File: src/verilog/fspr_pkg.sv
/*
  Constants and types for the flash status and protection register block.
  Assumes a 2 MB array, 256-byte pages and SPI mode 0 or 3 framing.
*/
package fspr_pkg;
  // ==========================================================================
  // Instruction codes
  localparam logic [7:0] CMD_WREN = 8'h06;
  localparam logic [7:0] CMD_WRDI = 8'h04;
  localparam logic [7:0] CMD_RDSR_LO = 8'h05;
  localparam logic [7:0] CMD_RDSR_HI = 8'h35;
  localparam logic [7:0] CMD_WRSR = 8'h01;
  localparam logic [7:0] CMD_PROG = 8'h02;
  localparam logic [7:0] CMD_QPROG = 8'h32;
  localparam logic [7:0] CMD_SECT_ERASE = 8'h20;
  localparam logic [7:0] CMD_BLK32_ERASE = 8'h52;
  localparam logic [7:0] CMD_BLK64_ERASE = 8'hD8;
  localparam logic [7:0] CMD_CHIP_ERASE = 8'hC7;
  localparam logic [7:0] CMD_SECR_ERASE = 8'h44;
  localparam logic [7:0] CMD_SECR_PROG = 8'h42;
  localparam logic [7:0] CMD_SUSPEND = 8'h75;
  localparam logic [7:0] CMD_RESUME = 8'h7A;
  // ==========================================================================
  // Frame lengths in link bits
  localparam logic [5:0] BITS_OP = 6'h08;
  localparam logic [5:0] BITS_OP_LAST = 6'h07;
  localparam logic [5:0] BITS_ADDR = 6'h20;
  localparam logic [5:0] BITS_ADDR_LAST = 6'h1F;
  localparam logic [5:0] BITS_WRSR1 = 6'h10;
  localparam logic [5:0] BITS_WRSR2 = 6'h18;
  localparam logic [5:0] BITS_PROG_MIN = 6'h28;
  localparam logic [5:0] BITS_SAT = 6'h3F;
  localparam logic [2:0] BIT_MSB = 3'h7;
  // ==========================================================================
  // Array geometry
  localparam int ADDR_W = 21;
  localparam logic [21:0] FLASH_TOP = 22'h200000;
  localparam logic [21:0] SECT_BYTES = 22'h001000;
  localparam logic [21:0] BLK_BYTES = 22'h010000;
  localparam logic [20:0] MASK_PAGE = 21'h0000FF;
  localparam logic [20:0] MASK_SECT = 21'h000FFF;
  localparam logic [20:0] MASK_BLK32 = 21'h007FFF;
  localparam logic [20:0] MASK_BLK64 = 21'h00FFFF;
  localparam logic [2:0] RANGE_SECT_MAX = 3'h4;
  localparam int SECR_IDX_LSB = 12;
  // ==========================================================================
  // Pin sampling
  localparam int PIN_SCLK = 0;
  localparam int PIN_CS_B = 1;
  localparam int PIN_DI = 2;
  localparam int PIN_WP_B = 3;
  localparam int PIN_N = 4;
  localparam logic [PIN_N-1:0] PIN_IDLE = 4'hB;
  // ==========================================================================
  // Types
  typedef enum logic [1:0] {
    ST_IDLE = 2'h0,
    ST_BUSY = 2'h1,
    ST_SUSP = 2'h3
  } fspr_state_e;

  typedef enum logic [3:0] {
    OP_NONE = 4'h0,
    OP_PROG = 4'h1,
    OP_QPROG = 4'h2,
    OP_SECT_ERASE = 4'h3,
    OP_BLK32_ERASE = 4'h4,
    OP_BLK64_ERASE = 4'h5,
    OP_CHIP_ERASE = 4'h6,
    OP_SECR_ERASE = 4'h7,
    OP_SECR_PROG = 4'h8,
    OP_SR_WRITE = 4'h9,
    OP_SUSPEND = 4'hA,
    OP_RESUME = 4'hB
  } fspr_op_e;

  // Non-volatile image, S14..S2 without volatile bits
  typedef struct packed {
    logic complement_protect;
    logic [2:0] security_lock;
    logic quad_enable_bit;
    logic status_protect_hi;
    logic status_protect_lo;
    logic sector_block_select;
    logic top_bottom_select;
    logic [2:0] range_bits;
  } fspr_nv_s;

  typedef struct packed {
    fspr_op_e kind;
    logic [23:0] addr;
  } fspr_op_s;
endpackage : fspr_pkg

File: src/verilog/fspr_status_protect.sv
/*
  Status and protection register logic of a serial flash, reached over the
  SPI pins. Assumes an external array engine that runs each started
  operation and pulses op_done_i when it ends, and a store that keeps the
  non-volatile image across power cycles.
*/
// What this block does
// - Busy reads one while program, erase or status write runs.
// - While busy only status reads and suspend are honoured.
// - Busy drops to zero when the running operation completes.
// - Write enable instruction sets the write enable latch.
// - Latch clears at power-up, write disable and completed write operations.
// - Three range bits are non-volatile, written by status write, default zero.
// - Program and erase touching the protected region are refused.
// - Top/bottom select anchors the range at top when zero, bottom when one.
// - Sector/block select picks 4KB units when set, 64KB when clear.
// - Complement bit inverts protected and unprotected regions.
// - Two protect-mode bits with write-protect pin choose status write guarding.
// - Mode 00 ignores the pin; writes accepted whenever the latch is set.
// - Mode 01 with write-protect pin low locks the status register unless quad enable is set.
// - Mode 01 with pin high accepts writes once the latch is set.
// - Mode 10 refuses writes until power cycle, which restores mode 00.
// - Mode 11 protects the status register permanently.
// - Suspend sets the suspend flag; resume or power cycle clears it.
// - Three security lock bits set individually, never cleared again.
// - Quad enable bit frees write-protect and hold pins as quad lines.
// - Quad instructions accepted only while quad enable is set.
`timescale 1ns/1ps
module fspr_status_protect (
  input wire logic ref_clk_i,
  input wire logic rst_b_i,
  input wire logic sclk_i,
  input wire logic cs_b_i,
  input wire logic di_i,
  input wire logic wp_b_i,
  input wire fspr_pkg::fspr_nv_s nv_image_i,
  input wire logic op_done_i,
  output logic do_o,
  output logic do_oe_b_o,
  output logic busy_o,
  output logic quad_lines_o,
  output fspr_pkg::fspr_nv_s nv_image_o,
  output logic op_valid_o,
  output fspr_pkg::fspr_op_s op_o
);
  import fspr_pkg::*;

  // ==========================================================================
  // Reset release and pin sampling
  logic rst_q1_reg;
  logic rst_n;
  logic [PIN_N-1:0] pin_s1_reg;
  logic [PIN_N-1:0] pin_s2_reg;
  logic [PIN_N-1:0] pin_s3_reg;
  logic [PIN_N-1:0] pin_f_reg;
  logic sclk_prev_reg;
  logic cs_prev_reg;

  // Two-stage reset release
  always_ff @(posedge ref_clk_i or negedge rst_b_i) begin
    if (!rst_b_i) begin
      rst_q1_reg <= 1'b0;
      rst_n <= 1'b0;
    end else begin
      rst_q1_reg <= 1'b1;
      rst_n <= rst_q1_reg;
    end
  end

  // Four flops per pin, value taken once stages two and three agree
  for (genvar g = 0; g < PIN_N; g++) begin : g_pin
    always_ff @(posedge ref_clk_i or negedge rst_n) begin
      if (!rst_n) begin
        pin_s1_reg[g] <= PIN_IDLE[g];
        pin_s2_reg[g] <= PIN_IDLE[g];
        pin_s3_reg[g] <= PIN_IDLE[g];
        pin_f_reg[g] <= PIN_IDLE[g];
      end else begin
        pin_s1_reg[g] <= (g == PIN_SCLK) ? sclk_i : (g == PIN_CS_B) ? cs_b_i :
                         (g == PIN_DI) ? di_i : wp_b_i;
        pin_s2_reg[g] <= pin_s1_reg[g];
        pin_s3_reg[g] <= pin_s2_reg[g];
        if (pin_s2_reg[g] == pin_s3_reg[g]) begin
          pin_f_reg[g] <= pin_s3_reg[g];
        end
      end
    end
  end

  // Edge history of clock and select
  always_ff @(posedge ref_clk_i or negedge rst_n) begin
    if (!rst_n) begin
      sclk_prev_reg <= PIN_IDLE[PIN_SCLK];
      cs_prev_reg <= PIN_IDLE[PIN_CS_B];
    end else begin
      sclk_prev_reg <= pin_f_reg[PIN_SCLK];
      cs_prev_reg <= pin_f_reg[PIN_CS_B];
    end
  end

  logic sclk_rise;
  logic sclk_fall;
  logic cs_fall;
  logic cs_rise;
  logic selected;
  assign sclk_rise = pin_f_reg[PIN_SCLK] & ~sclk_prev_reg;
  assign sclk_fall = ~pin_f_reg[PIN_SCLK] & sclk_prev_reg;
  assign cs_fall = ~pin_f_reg[PIN_CS_B] & cs_prev_reg;
  assign cs_rise = pin_f_reg[PIN_CS_B] & ~cs_prev_reg;
  assign selected = ~pin_f_reg[PIN_CS_B];

  // ==========================================================================
  // Instruction shifter
  logic [23:0] shift_reg;
  logic [5:0] bitcnt_reg;
  logic [7:0] opcode_reg;
  logic [23:0] addr_reg;

  // Bits enter on rising link clock edges, MSB first
  always_ff @(posedge ref_clk_i or negedge rst_n) begin
    if (!rst_n) begin
      shift_reg <= 24'h000000;
      bitcnt_reg <= 6'h00;
      opcode_reg <= 8'h00;
      addr_reg <= 24'h000000;
    end else if (cs_fall) begin
      bitcnt_reg <= 6'h00;
    end else if (selected && sclk_rise) begin
      shift_reg <= {shift_reg[22:0], pin_f_reg[PIN_DI]};
      if (bitcnt_reg != BITS_SAT) begin
        bitcnt_reg <= bitcnt_reg + 6'h01;
      end
      if (bitcnt_reg == BITS_OP_LAST) begin
        opcode_reg <= {shift_reg[6:0], pin_f_reg[PIN_DI]};
      end
      if (bitcnt_reg == BITS_ADDR_LAST) begin
        addr_reg <= {shift_reg[22:0], pin_f_reg[PIN_DI]};
      end
    end
  end

  // ==========================================================================
  // Status state
  fspr_state_e state_reg;
  fspr_nv_s nv_reg;
  logic loaded_reg;
  logic write_enable_latch_reg;
  logic suspend_flag_reg;
  logic [7:0] sr_lo;
  logic [7:0] sr_hi;

  // Status bytes as read back; S10 held at zero
  assign sr_lo = {nv_reg.status_protect_lo, nv_reg.sector_block_select,
                  nv_reg.top_bottom_select, nv_reg.range_bits, write_enable_latch_reg, busy_o};
  assign sr_hi = {suspend_flag_reg, nv_reg.complement_protect, nv_reg.security_lock, 1'b0,
                  nv_reg.quad_enable_bit, nv_reg.status_protect_hi};

  // Protected test for one address
  function automatic logic fspr_prot(input fspr_nv_s nv, input logic [ADDR_W-1:0] a);
    logic [21:0] size;
    logic [2:0] steps;
    logic hit;
    steps = (nv.range_bits > RANGE_SECT_MAX) ? RANGE_SECT_MAX : nv.range_bits;
    size = nv.sector_block_select ? (SECT_BYTES << (steps - 3'h1))
                                  : (BLK_BYTES << (nv.range_bits - 3'h1));
    if (nv.range_bits == 3'h0) begin
      hit = 1'b0;
    end else if (nv.range_bits[2:1] == 2'b11) begin
      hit = 1'b1;
    end else if (nv.top_bottom_select) begin
      hit = ({1'b0, a} < size);
    end else begin
      hit = ({1'b0, a} >= (FLASH_TOP - size));
    end
    return hit ^ nv.complement_protect;
  endfunction : fspr_prot

  // ==========================================================================
  // Instruction decode at deselect
  fspr_op_e kind;
  logic len_ok;
  logic blocked;
  logic [ADDR_W-1:0] mask;
  logic [ADDR_W-1:0] a_lo;
  logic [ADDR_W-1:0] a_hi;
  logic [1:0] secr_idx;
  logic exec_en;
  logic sr_write_ok;
  logic acc_wren;
  logic acc_wrdi;
  logic acc_wrsr;
  logic acc_arr;
  logic acc_susp;
  logic acc_res;

  assign exec_en = cs_rise && (bitcnt_reg >= BITS_OP);
  assign a_lo = addr_reg[ADDR_W-1:0] & ~mask;
  assign a_hi = addr_reg[ADDR_W-1:0] | mask;
  assign secr_idx = addr_reg[SECR_IDX_LSB+1:SECR_IDX_LSB];

  // Kind, frame length and protection of array instructions
  always_comb begin
    kind = OP_NONE;
    len_ok = 1'b0;
    mask = '0;
    blocked = fspr_prot(nv_reg, a_lo) || fspr_prot(nv_reg, a_hi);
    case (opcode_reg)
      CMD_PROG: begin
        kind = OP_PROG;
        len_ok = bitcnt_reg >= BITS_PROG_MIN;
        mask = MASK_PAGE;
      end
      CMD_QPROG: begin
        kind = OP_QPROG;
        len_ok = (bitcnt_reg >= BITS_PROG_MIN) && nv_reg.quad_enable_bit;
        mask = MASK_PAGE;
      end
      CMD_SECT_ERASE: begin
        kind = OP_SECT_ERASE;
        len_ok = bitcnt_reg == BITS_ADDR;
        mask = MASK_SECT;
      end
      CMD_BLK32_ERASE: begin
        kind = OP_BLK32_ERASE;
        len_ok = bitcnt_reg == BITS_ADDR;
        mask = MASK_BLK32;
      end
      CMD_BLK64_ERASE: begin
        kind = OP_BLK64_ERASE;
        len_ok = bitcnt_reg == BITS_ADDR;
        mask = MASK_BLK64;
      end
      CMD_CHIP_ERASE: begin
        kind = OP_CHIP_ERASE;
        len_ok = bitcnt_reg == BITS_OP;
        mask = {ADDR_W{1'b1}};
      end
      CMD_SECR_ERASE, CMD_SECR_PROG: begin
        kind = (opcode_reg == CMD_SECR_ERASE) ? OP_SECR_ERASE : OP_SECR_PROG;
        len_ok = bitcnt_reg >= BITS_ADDR;
        blocked = (secr_idx == 2'h0) || nv_reg.security_lock[secr_idx - 2'h1];
      end
      default: begin
        kind = OP_NONE;
      end
    endcase
  end

  // Status write guard from protect mode, pin and quad mode
  always_comb begin
    case ({nv_reg.status_protect_hi, nv_reg.status_protect_lo})
      2'b00: sr_write_ok = 1'b1;
      2'b01: sr_write_ok = pin_f_reg[PIN_WP_B] || nv_reg.quad_enable_bit;
      default: sr_write_ok = 1'b0;
    endcase
  end

  // Busy refuses all but suspend and status reads
  assign acc_wren = exec_en && (state_reg == ST_IDLE) && (opcode_reg == CMD_WREN)
                    && (bitcnt_reg == BITS_OP);
  assign acc_wrdi = exec_en && (state_reg == ST_IDLE) && (opcode_reg == CMD_WRDI)
                    && (bitcnt_reg == BITS_OP);
  assign acc_wrsr = exec_en && (state_reg == ST_IDLE) && (opcode_reg == CMD_WRSR)
                    && write_enable_latch_reg
                    && ((bitcnt_reg == BITS_WRSR1) || (bitcnt_reg == BITS_WRSR2))
                    && sr_write_ok;
  assign acc_arr = exec_en && (state_reg == ST_IDLE) && write_enable_latch_reg
                   && (kind != OP_NONE) && len_ok && !blocked;
  assign acc_susp = exec_en && (state_reg == ST_BUSY) && (opcode_reg == CMD_SUSPEND)
                    && (op_o.kind != OP_SR_WRITE);
  assign acc_res = exec_en && (state_reg == ST_SUSP) && (opcode_reg == CMD_RESUME);

  // ==========================================================================
  // Operation state, busy flag and request to the array engine
  always_ff @(posedge ref_clk_i or negedge rst_n) begin
    if (!rst_n) begin
      state_reg <= ST_IDLE;
      busy_o <= 1'b0;
    end else begin
      case (state_reg)
        ST_IDLE: begin
          if (acc_wrsr || acc_arr) begin
            state_reg <= ST_BUSY;
            busy_o <= 1'b1;
          end
        end
        ST_BUSY: begin
          if (op_done_i) begin
            state_reg <= ST_IDLE;
            busy_o <= 1'b0;
          end else if (acc_susp) begin
            state_reg <= ST_SUSP;
            busy_o <= 1'b0;
          end
        end
        ST_SUSP: begin
          if (acc_res) begin
            state_reg <= ST_BUSY;
            busy_o <= 1'b1;
          end
        end
        default: begin
          state_reg <= ST_IDLE;
          busy_o <= 1'b0;
        end
      endcase
    end
  end

  // One-cycle request pulse; kind stays for the running operation
  always_ff @(posedge ref_clk_i or negedge rst_n) begin
    if (!rst_n) begin
      op_valid_o <= 1'b0;
      op_o <= '{kind: OP_NONE, addr: 24'h000000};
    end else begin
      op_valid_o <= acc_wrsr || acc_arr || acc_susp || acc_res;
      if (acc_wrsr) begin
        op_o <= '{kind: OP_SR_WRITE, addr: 24'h000000};
      end else if (acc_arr) begin
        op_o <= '{kind: kind, addr: addr_reg};
      end
    end
  end

  // Write enable latch
  always_ff @(posedge ref_clk_i or negedge rst_n) begin
    if (!rst_n) begin
      write_enable_latch_reg <= 1'b0;
    end else if (acc_wren) begin
      write_enable_latch_reg <= 1'b1;
    end else if (acc_wrdi || ((state_reg == ST_BUSY) && op_done_i)) begin
      write_enable_latch_reg <= 1'b0;
    end
  end

  // Suspend flag, cleared by resume or power cycle
  always_ff @(posedge ref_clk_i or negedge rst_n) begin
    if (!rst_n) begin
      suspend_flag_reg <= 1'b0;
    end else if (acc_susp) begin
      suspend_flag_reg <= 1'b1;
    end else if (acc_res) begin
      suspend_flag_reg <= 1'b0;
    end
  end

  // Non-volatile fields: image taken after release, then status writes
  always_ff @(posedge ref_clk_i or negedge rst_n) begin
    if (!rst_n) begin
      nv_reg <= '0;
      loaded_reg <= 1'b0;
    end else if (!loaded_reg) begin
      loaded_reg <= 1'b1;
      nv_reg <= nv_image_i;
      if ({nv_image_i.status_protect_hi, nv_image_i.status_protect_lo} == 2'b10) begin
        nv_reg.status_protect_hi <= 1'b0;
      end
    end else if (acc_wrsr) begin
      if (bitcnt_reg == BITS_WRSR2) begin
        nv_reg.status_protect_lo <= shift_reg[15];
        nv_reg.sector_block_select <= shift_reg[14];
        nv_reg.top_bottom_select <= shift_reg[13];
        nv_reg.range_bits <= shift_reg[12:10];
        nv_reg.complement_protect <= shift_reg[6];
        nv_reg.security_lock <= nv_reg.security_lock | shift_reg[5:3];
        nv_reg.quad_enable_bit <= shift_reg[1];
        nv_reg.status_protect_hi <= shift_reg[0];
      end else begin
        nv_reg.status_protect_lo <= shift_reg[7];
        nv_reg.sector_block_select <= shift_reg[6];
        nv_reg.top_bottom_select <= shift_reg[5];
        nv_reg.range_bits <= shift_reg[4:2];
      end
    end
  end

  assign nv_image_o = nv_reg;
  assign quad_lines_o = nv_reg.quad_enable_bit;

  // ==========================================================================
  // Status read-out on falling link clock edges
  always_ff @(posedge ref_clk_i or negedge rst_n) begin
    if (!rst_n) begin
      do_o <= 1'b0;
      do_oe_b_o <= 1'b1;
    end else if (!selected) begin
      do_oe_b_o <= 1'b1;
    end else if (sclk_fall && (bitcnt_reg >= BITS_OP)) begin
      if (opcode_reg == CMD_RDSR_LO) begin
        do_oe_b_o <= 1'b0;
        do_o <= sr_lo[BIT_MSB - bitcnt_reg[2:0]];
      end else if (opcode_reg == CMD_RDSR_HI) begin
        do_oe_b_o <= 1'b0;
        do_o <= sr_hi[BIT_MSB - bitcnt_reg[2:0]];
      end
    end
  end
endmodule : fspr_status_protect

File: config.mk
export PLATFORM = sky130hd
export DESIGN_NAME = fspr_status_protect
export DESIGN_NICKNAME = d
export VERILOG_FILES = /design/src/verilog/fspr_pkg.sv /design/src/verilog/fspr_status_protect.sv
export SDC_FILE = /design/constraint.sdc
export NUM_CORES = 1
export LEC_CHECK = 0
export ABC_AREA = 1
export BUFFER_PORTS_ARGS = -buffer_cell sky130_fd_sc_hd__buf_2
export CAP_MARGIN = 30
export CELL_PAD_IN_SITES_DETAIL_PLACEMENT = 0
export CELL_PAD_IN_SITES_GLOBAL_PLACEMENT = 1
export CORE_MARGIN = 5
export CORE_UTILIZATION = 41
export DETAILED_ROUTE_END_ITERATION = 10
export PLACE_DENSITY_LB_ADDON = 0.1
export SETUP_SLACK_MARGIN = 0.5
export SLEW_MARGIN = 10
export SYNTH_ARGS = -nofsm -noshare
export SYNTH_HDL_FRONTEND = slang
export SYNTH_SLANG_ARGS = --single-unit
File: constraint.sdc
create_clock -name ref_clk_i -period 4.02 [get_ports ref_clk_i]
set_clock_uncertainty 0.15 [all_clocks]
set_input_delay 0.804 -clock ref_clk_i [delete_from_list [all_inputs] [get_ports ref_clk_i]]
set_output_delay 0.804 -clock ref_clk_i [all_outputs]
set_load 0.01 [all_outputs]
==> results.yml <==
cells_and_area:
  largest_reg_flops: 28
  drive_gt1_frac: 0.253
  n_antenna_cell: 0
  fin_area_sq_um: 8720
  area_delta_synth_final_pct: 23.7
  postLayoutCoreUtil: 0.510
  fillers: 1684
  nNetsFinal: 1014
  stdcell_count: 1189
power:
  p_seq_frac: 0.391
  peakVddDrop_mv: 0.295
  power.share.clock: 0.409
  p_leak_nw: 4.31
  internal_power_mw: 2.56
  p_per_area_nw_per_um2: 425
  p_sw_mw: 1.14
  p_total_mw: 3.70
  swShare: 0.308
  combPwrFrac: 0.201
floorplan:
  die_w_um: 141
  core-area_sq_um: 17100
  io_pins: 64
  start_util: 0.412
  dieHeight_um: 141
  num_rows: 48
  die-area_sq_um: 19900
clock_network:
  clock_path_buffers: 2
  cts_buffers: 17
  insertion_delay_ns: 0.42
  clkSinkCount: 130
  cts_root_buf: "clkbuf_16"
  cts_tree: "built"
  clk_pin_slew_ns: 0.06
  htreeDepth: 4
place:
  place.gp.congestion: 0.909
  pre_cts_ws_ns: 0.0974
  dp_hpwl_um: 14600
  io_buffers: 63
  placed_area_sq_um: 7660
  dpl.cell_count: 1146
sta:
  slew_headroom: 0.488
  fmax_ghz: 0.272
  hold_ws_ns: 0.200
  tightest_slew_ns: 0.749
  hold_violations: 0
  setup_tns_ns: 0
  setup_viol: 0
  layout_setup_ws_ns: 0.342
  min_period_ns: 3.68
  min_period_over_period: 0.915
  drv_slew: 0
  rsz0062_at_grt: "yes"
grt:
  use_met1: 0.293
  met3_usage: 0.0468
  grtUsageTotal: 0.208
  use_met2: 0.331
  grt_pass1_wl_um: 32400
  grt_antenna_before_repair: 0
  busiest_layer: "met2"
  grt-ovfl-total: 0
  grt_pass1_vias: 5993
  grt_max_degree: 129
worst_setup_path:
  crit_arrival_ns: 3.84
  crit_required_ns: 4.18
  path_max_fanout: 8
  cp-end-kind: "flop"
  critPathLaunchType: "flop"
  cp_top_family: "simple AND/OR/NAND/NOR gates"
  criticalPathCategory: "reg -> reg"
  cp_slowest_cell: "dfrtp_1"
  cp_num_buf_inv: 4
  cp_common_cell: "nand2_1"
  slowest_delay_ns: 0.40
routing:
  drt-initial-drc-count: 344
  avgRoutedWirePerCell_um: 17.1
  vias: 6083
  drc: 0
  dr.pass1.iters: 5
  antenna_left: 0
  viasPerCell: 5.12
  drt-total-wl_um: 20300
synthesis:
  synthDistinctLibCells: 48
  synth_seq_area_share: 0.464
  syn-mean-instance-area_sq_um: 8.14
  async_flop_share: 1.00
  yosysTopAreaCell: "dfrtp_1"
  yosys.area.top_type_share: 0.408
  synth.most_common_cell: "nand2_1"
  synthFlopType: "dfrtp_1"
  ys.warnings.count: 0
  yosys_register_bits: 130
  synth-edff-count: 0
  synthesis.area_sq_um: 7050
  syn_inst: 866
  ys_top_cells_by_area: "dfrtp_1, nand2_1, ha_1"
  ys_top_cells_by_count: "nand2_1, dfrtp_1, inv_1, o21ai_0, nor2_1"
status:
  status: "complete, no violations"
flow_run:
  drv_cap: 0
hold_path:
  hold_path_class: "reg -> reg"
power groups by stage:
stage | Clock (mW) | Combinational, mW | Sequential (mW)
6_report | 1.51 | 0.743 | 1.45
5_1_grt | 1.62 | 0.838 | 1.46
4_1_cts | 1.56 | 0.689 | 1.45
3_5_place_dp | 0 | 0.650 | 1.47
3_3_place_gp | 0 | 0.641 | 1.46
2_1_floorplan | 0 | 0.426 | 1.46
final timing paths:
kind	from	endpoint	slack [ns]	depth (start not counted)
max	nv_image_o[0]	op_o[19]	0.34	31
min	rst_q1_reg	rst_n	0.20	0
max reg2reg	nv_image_o[0]	op_o[19]	0.34	31
min reg2reg	rst_q1_reg	rst_n	0.20	0
max in group asynchronous	rst_n	nv_image_o[2]	2.93	1
min in group asynchronous	rst_n	quad_lines_o	0.29	1
final cells by class:
cell class              instances  area (sq um)  area share
inverters                     121           475      0.0545
multi-input cells             591          3540       0.406
repair inverters                3          43.8     0.00502
clock inverters                12           131      0.0151
well taps                     225           282      0.0323
clock buffers                  18           439      0.0503
repair buffers                 89           533      0.0611
flip-flops and latches        130          3280       0.375
cell families after synthesis:
kind of cell | synth area share
compound gates | 0.128
xor+xnor | 0.00248
fa+ha+maj | 0.0802
buf+inv | 0.0848
flops | 0.464
other cells | 0.000532
simple gates | 0.241
routing by layer:
| metal | part of all wire | vias to the layer above | wire length, um |
|---|---|---|---|
| li1 | - | 3007 | - |
| met1 | 0.48 | 2952 | 9780 |
| met2 | 0.47 | 116 | 9610 |
| met3 | 0.036 | 8 | 737 |
| met4 | 0.0073 | 0 | 148 |
| met5 | 0 | - | 0 |
repair_timing:
| item | in CTS | in global routing |
|---|---|---|
| resized for setup | 46 | 45 |
| endpoints found under the setup margin | 32 | 32 |
| hold endpoints to repair | 2 | 0 |
| gates cloned | 3 | 0 |
| setup buffers | 6 | 3 |
| pin swaps | 18 | 36 |
| hold buffers | 1 | 0 |
layout by cell type, fill, tap and decap left out, types with 17 or more instances in the layout:
cell / netlist / routed
nand2_1: 200 / 182
dfrtp_1: 115 / 114
inv_1: 112 / 108
o21ai_0: 89 / 82
buf_2: 1 / 63
nor2_1: 63 / 57
nand3_1: 52 / 44
ha_1: 42 / 34
nand2_2: 23 / 31
a21oi_1: 30 / 27
buf_4: 3 / 22
clkbuf_16: 0 / 17
(Power assumes the default switching activity.)
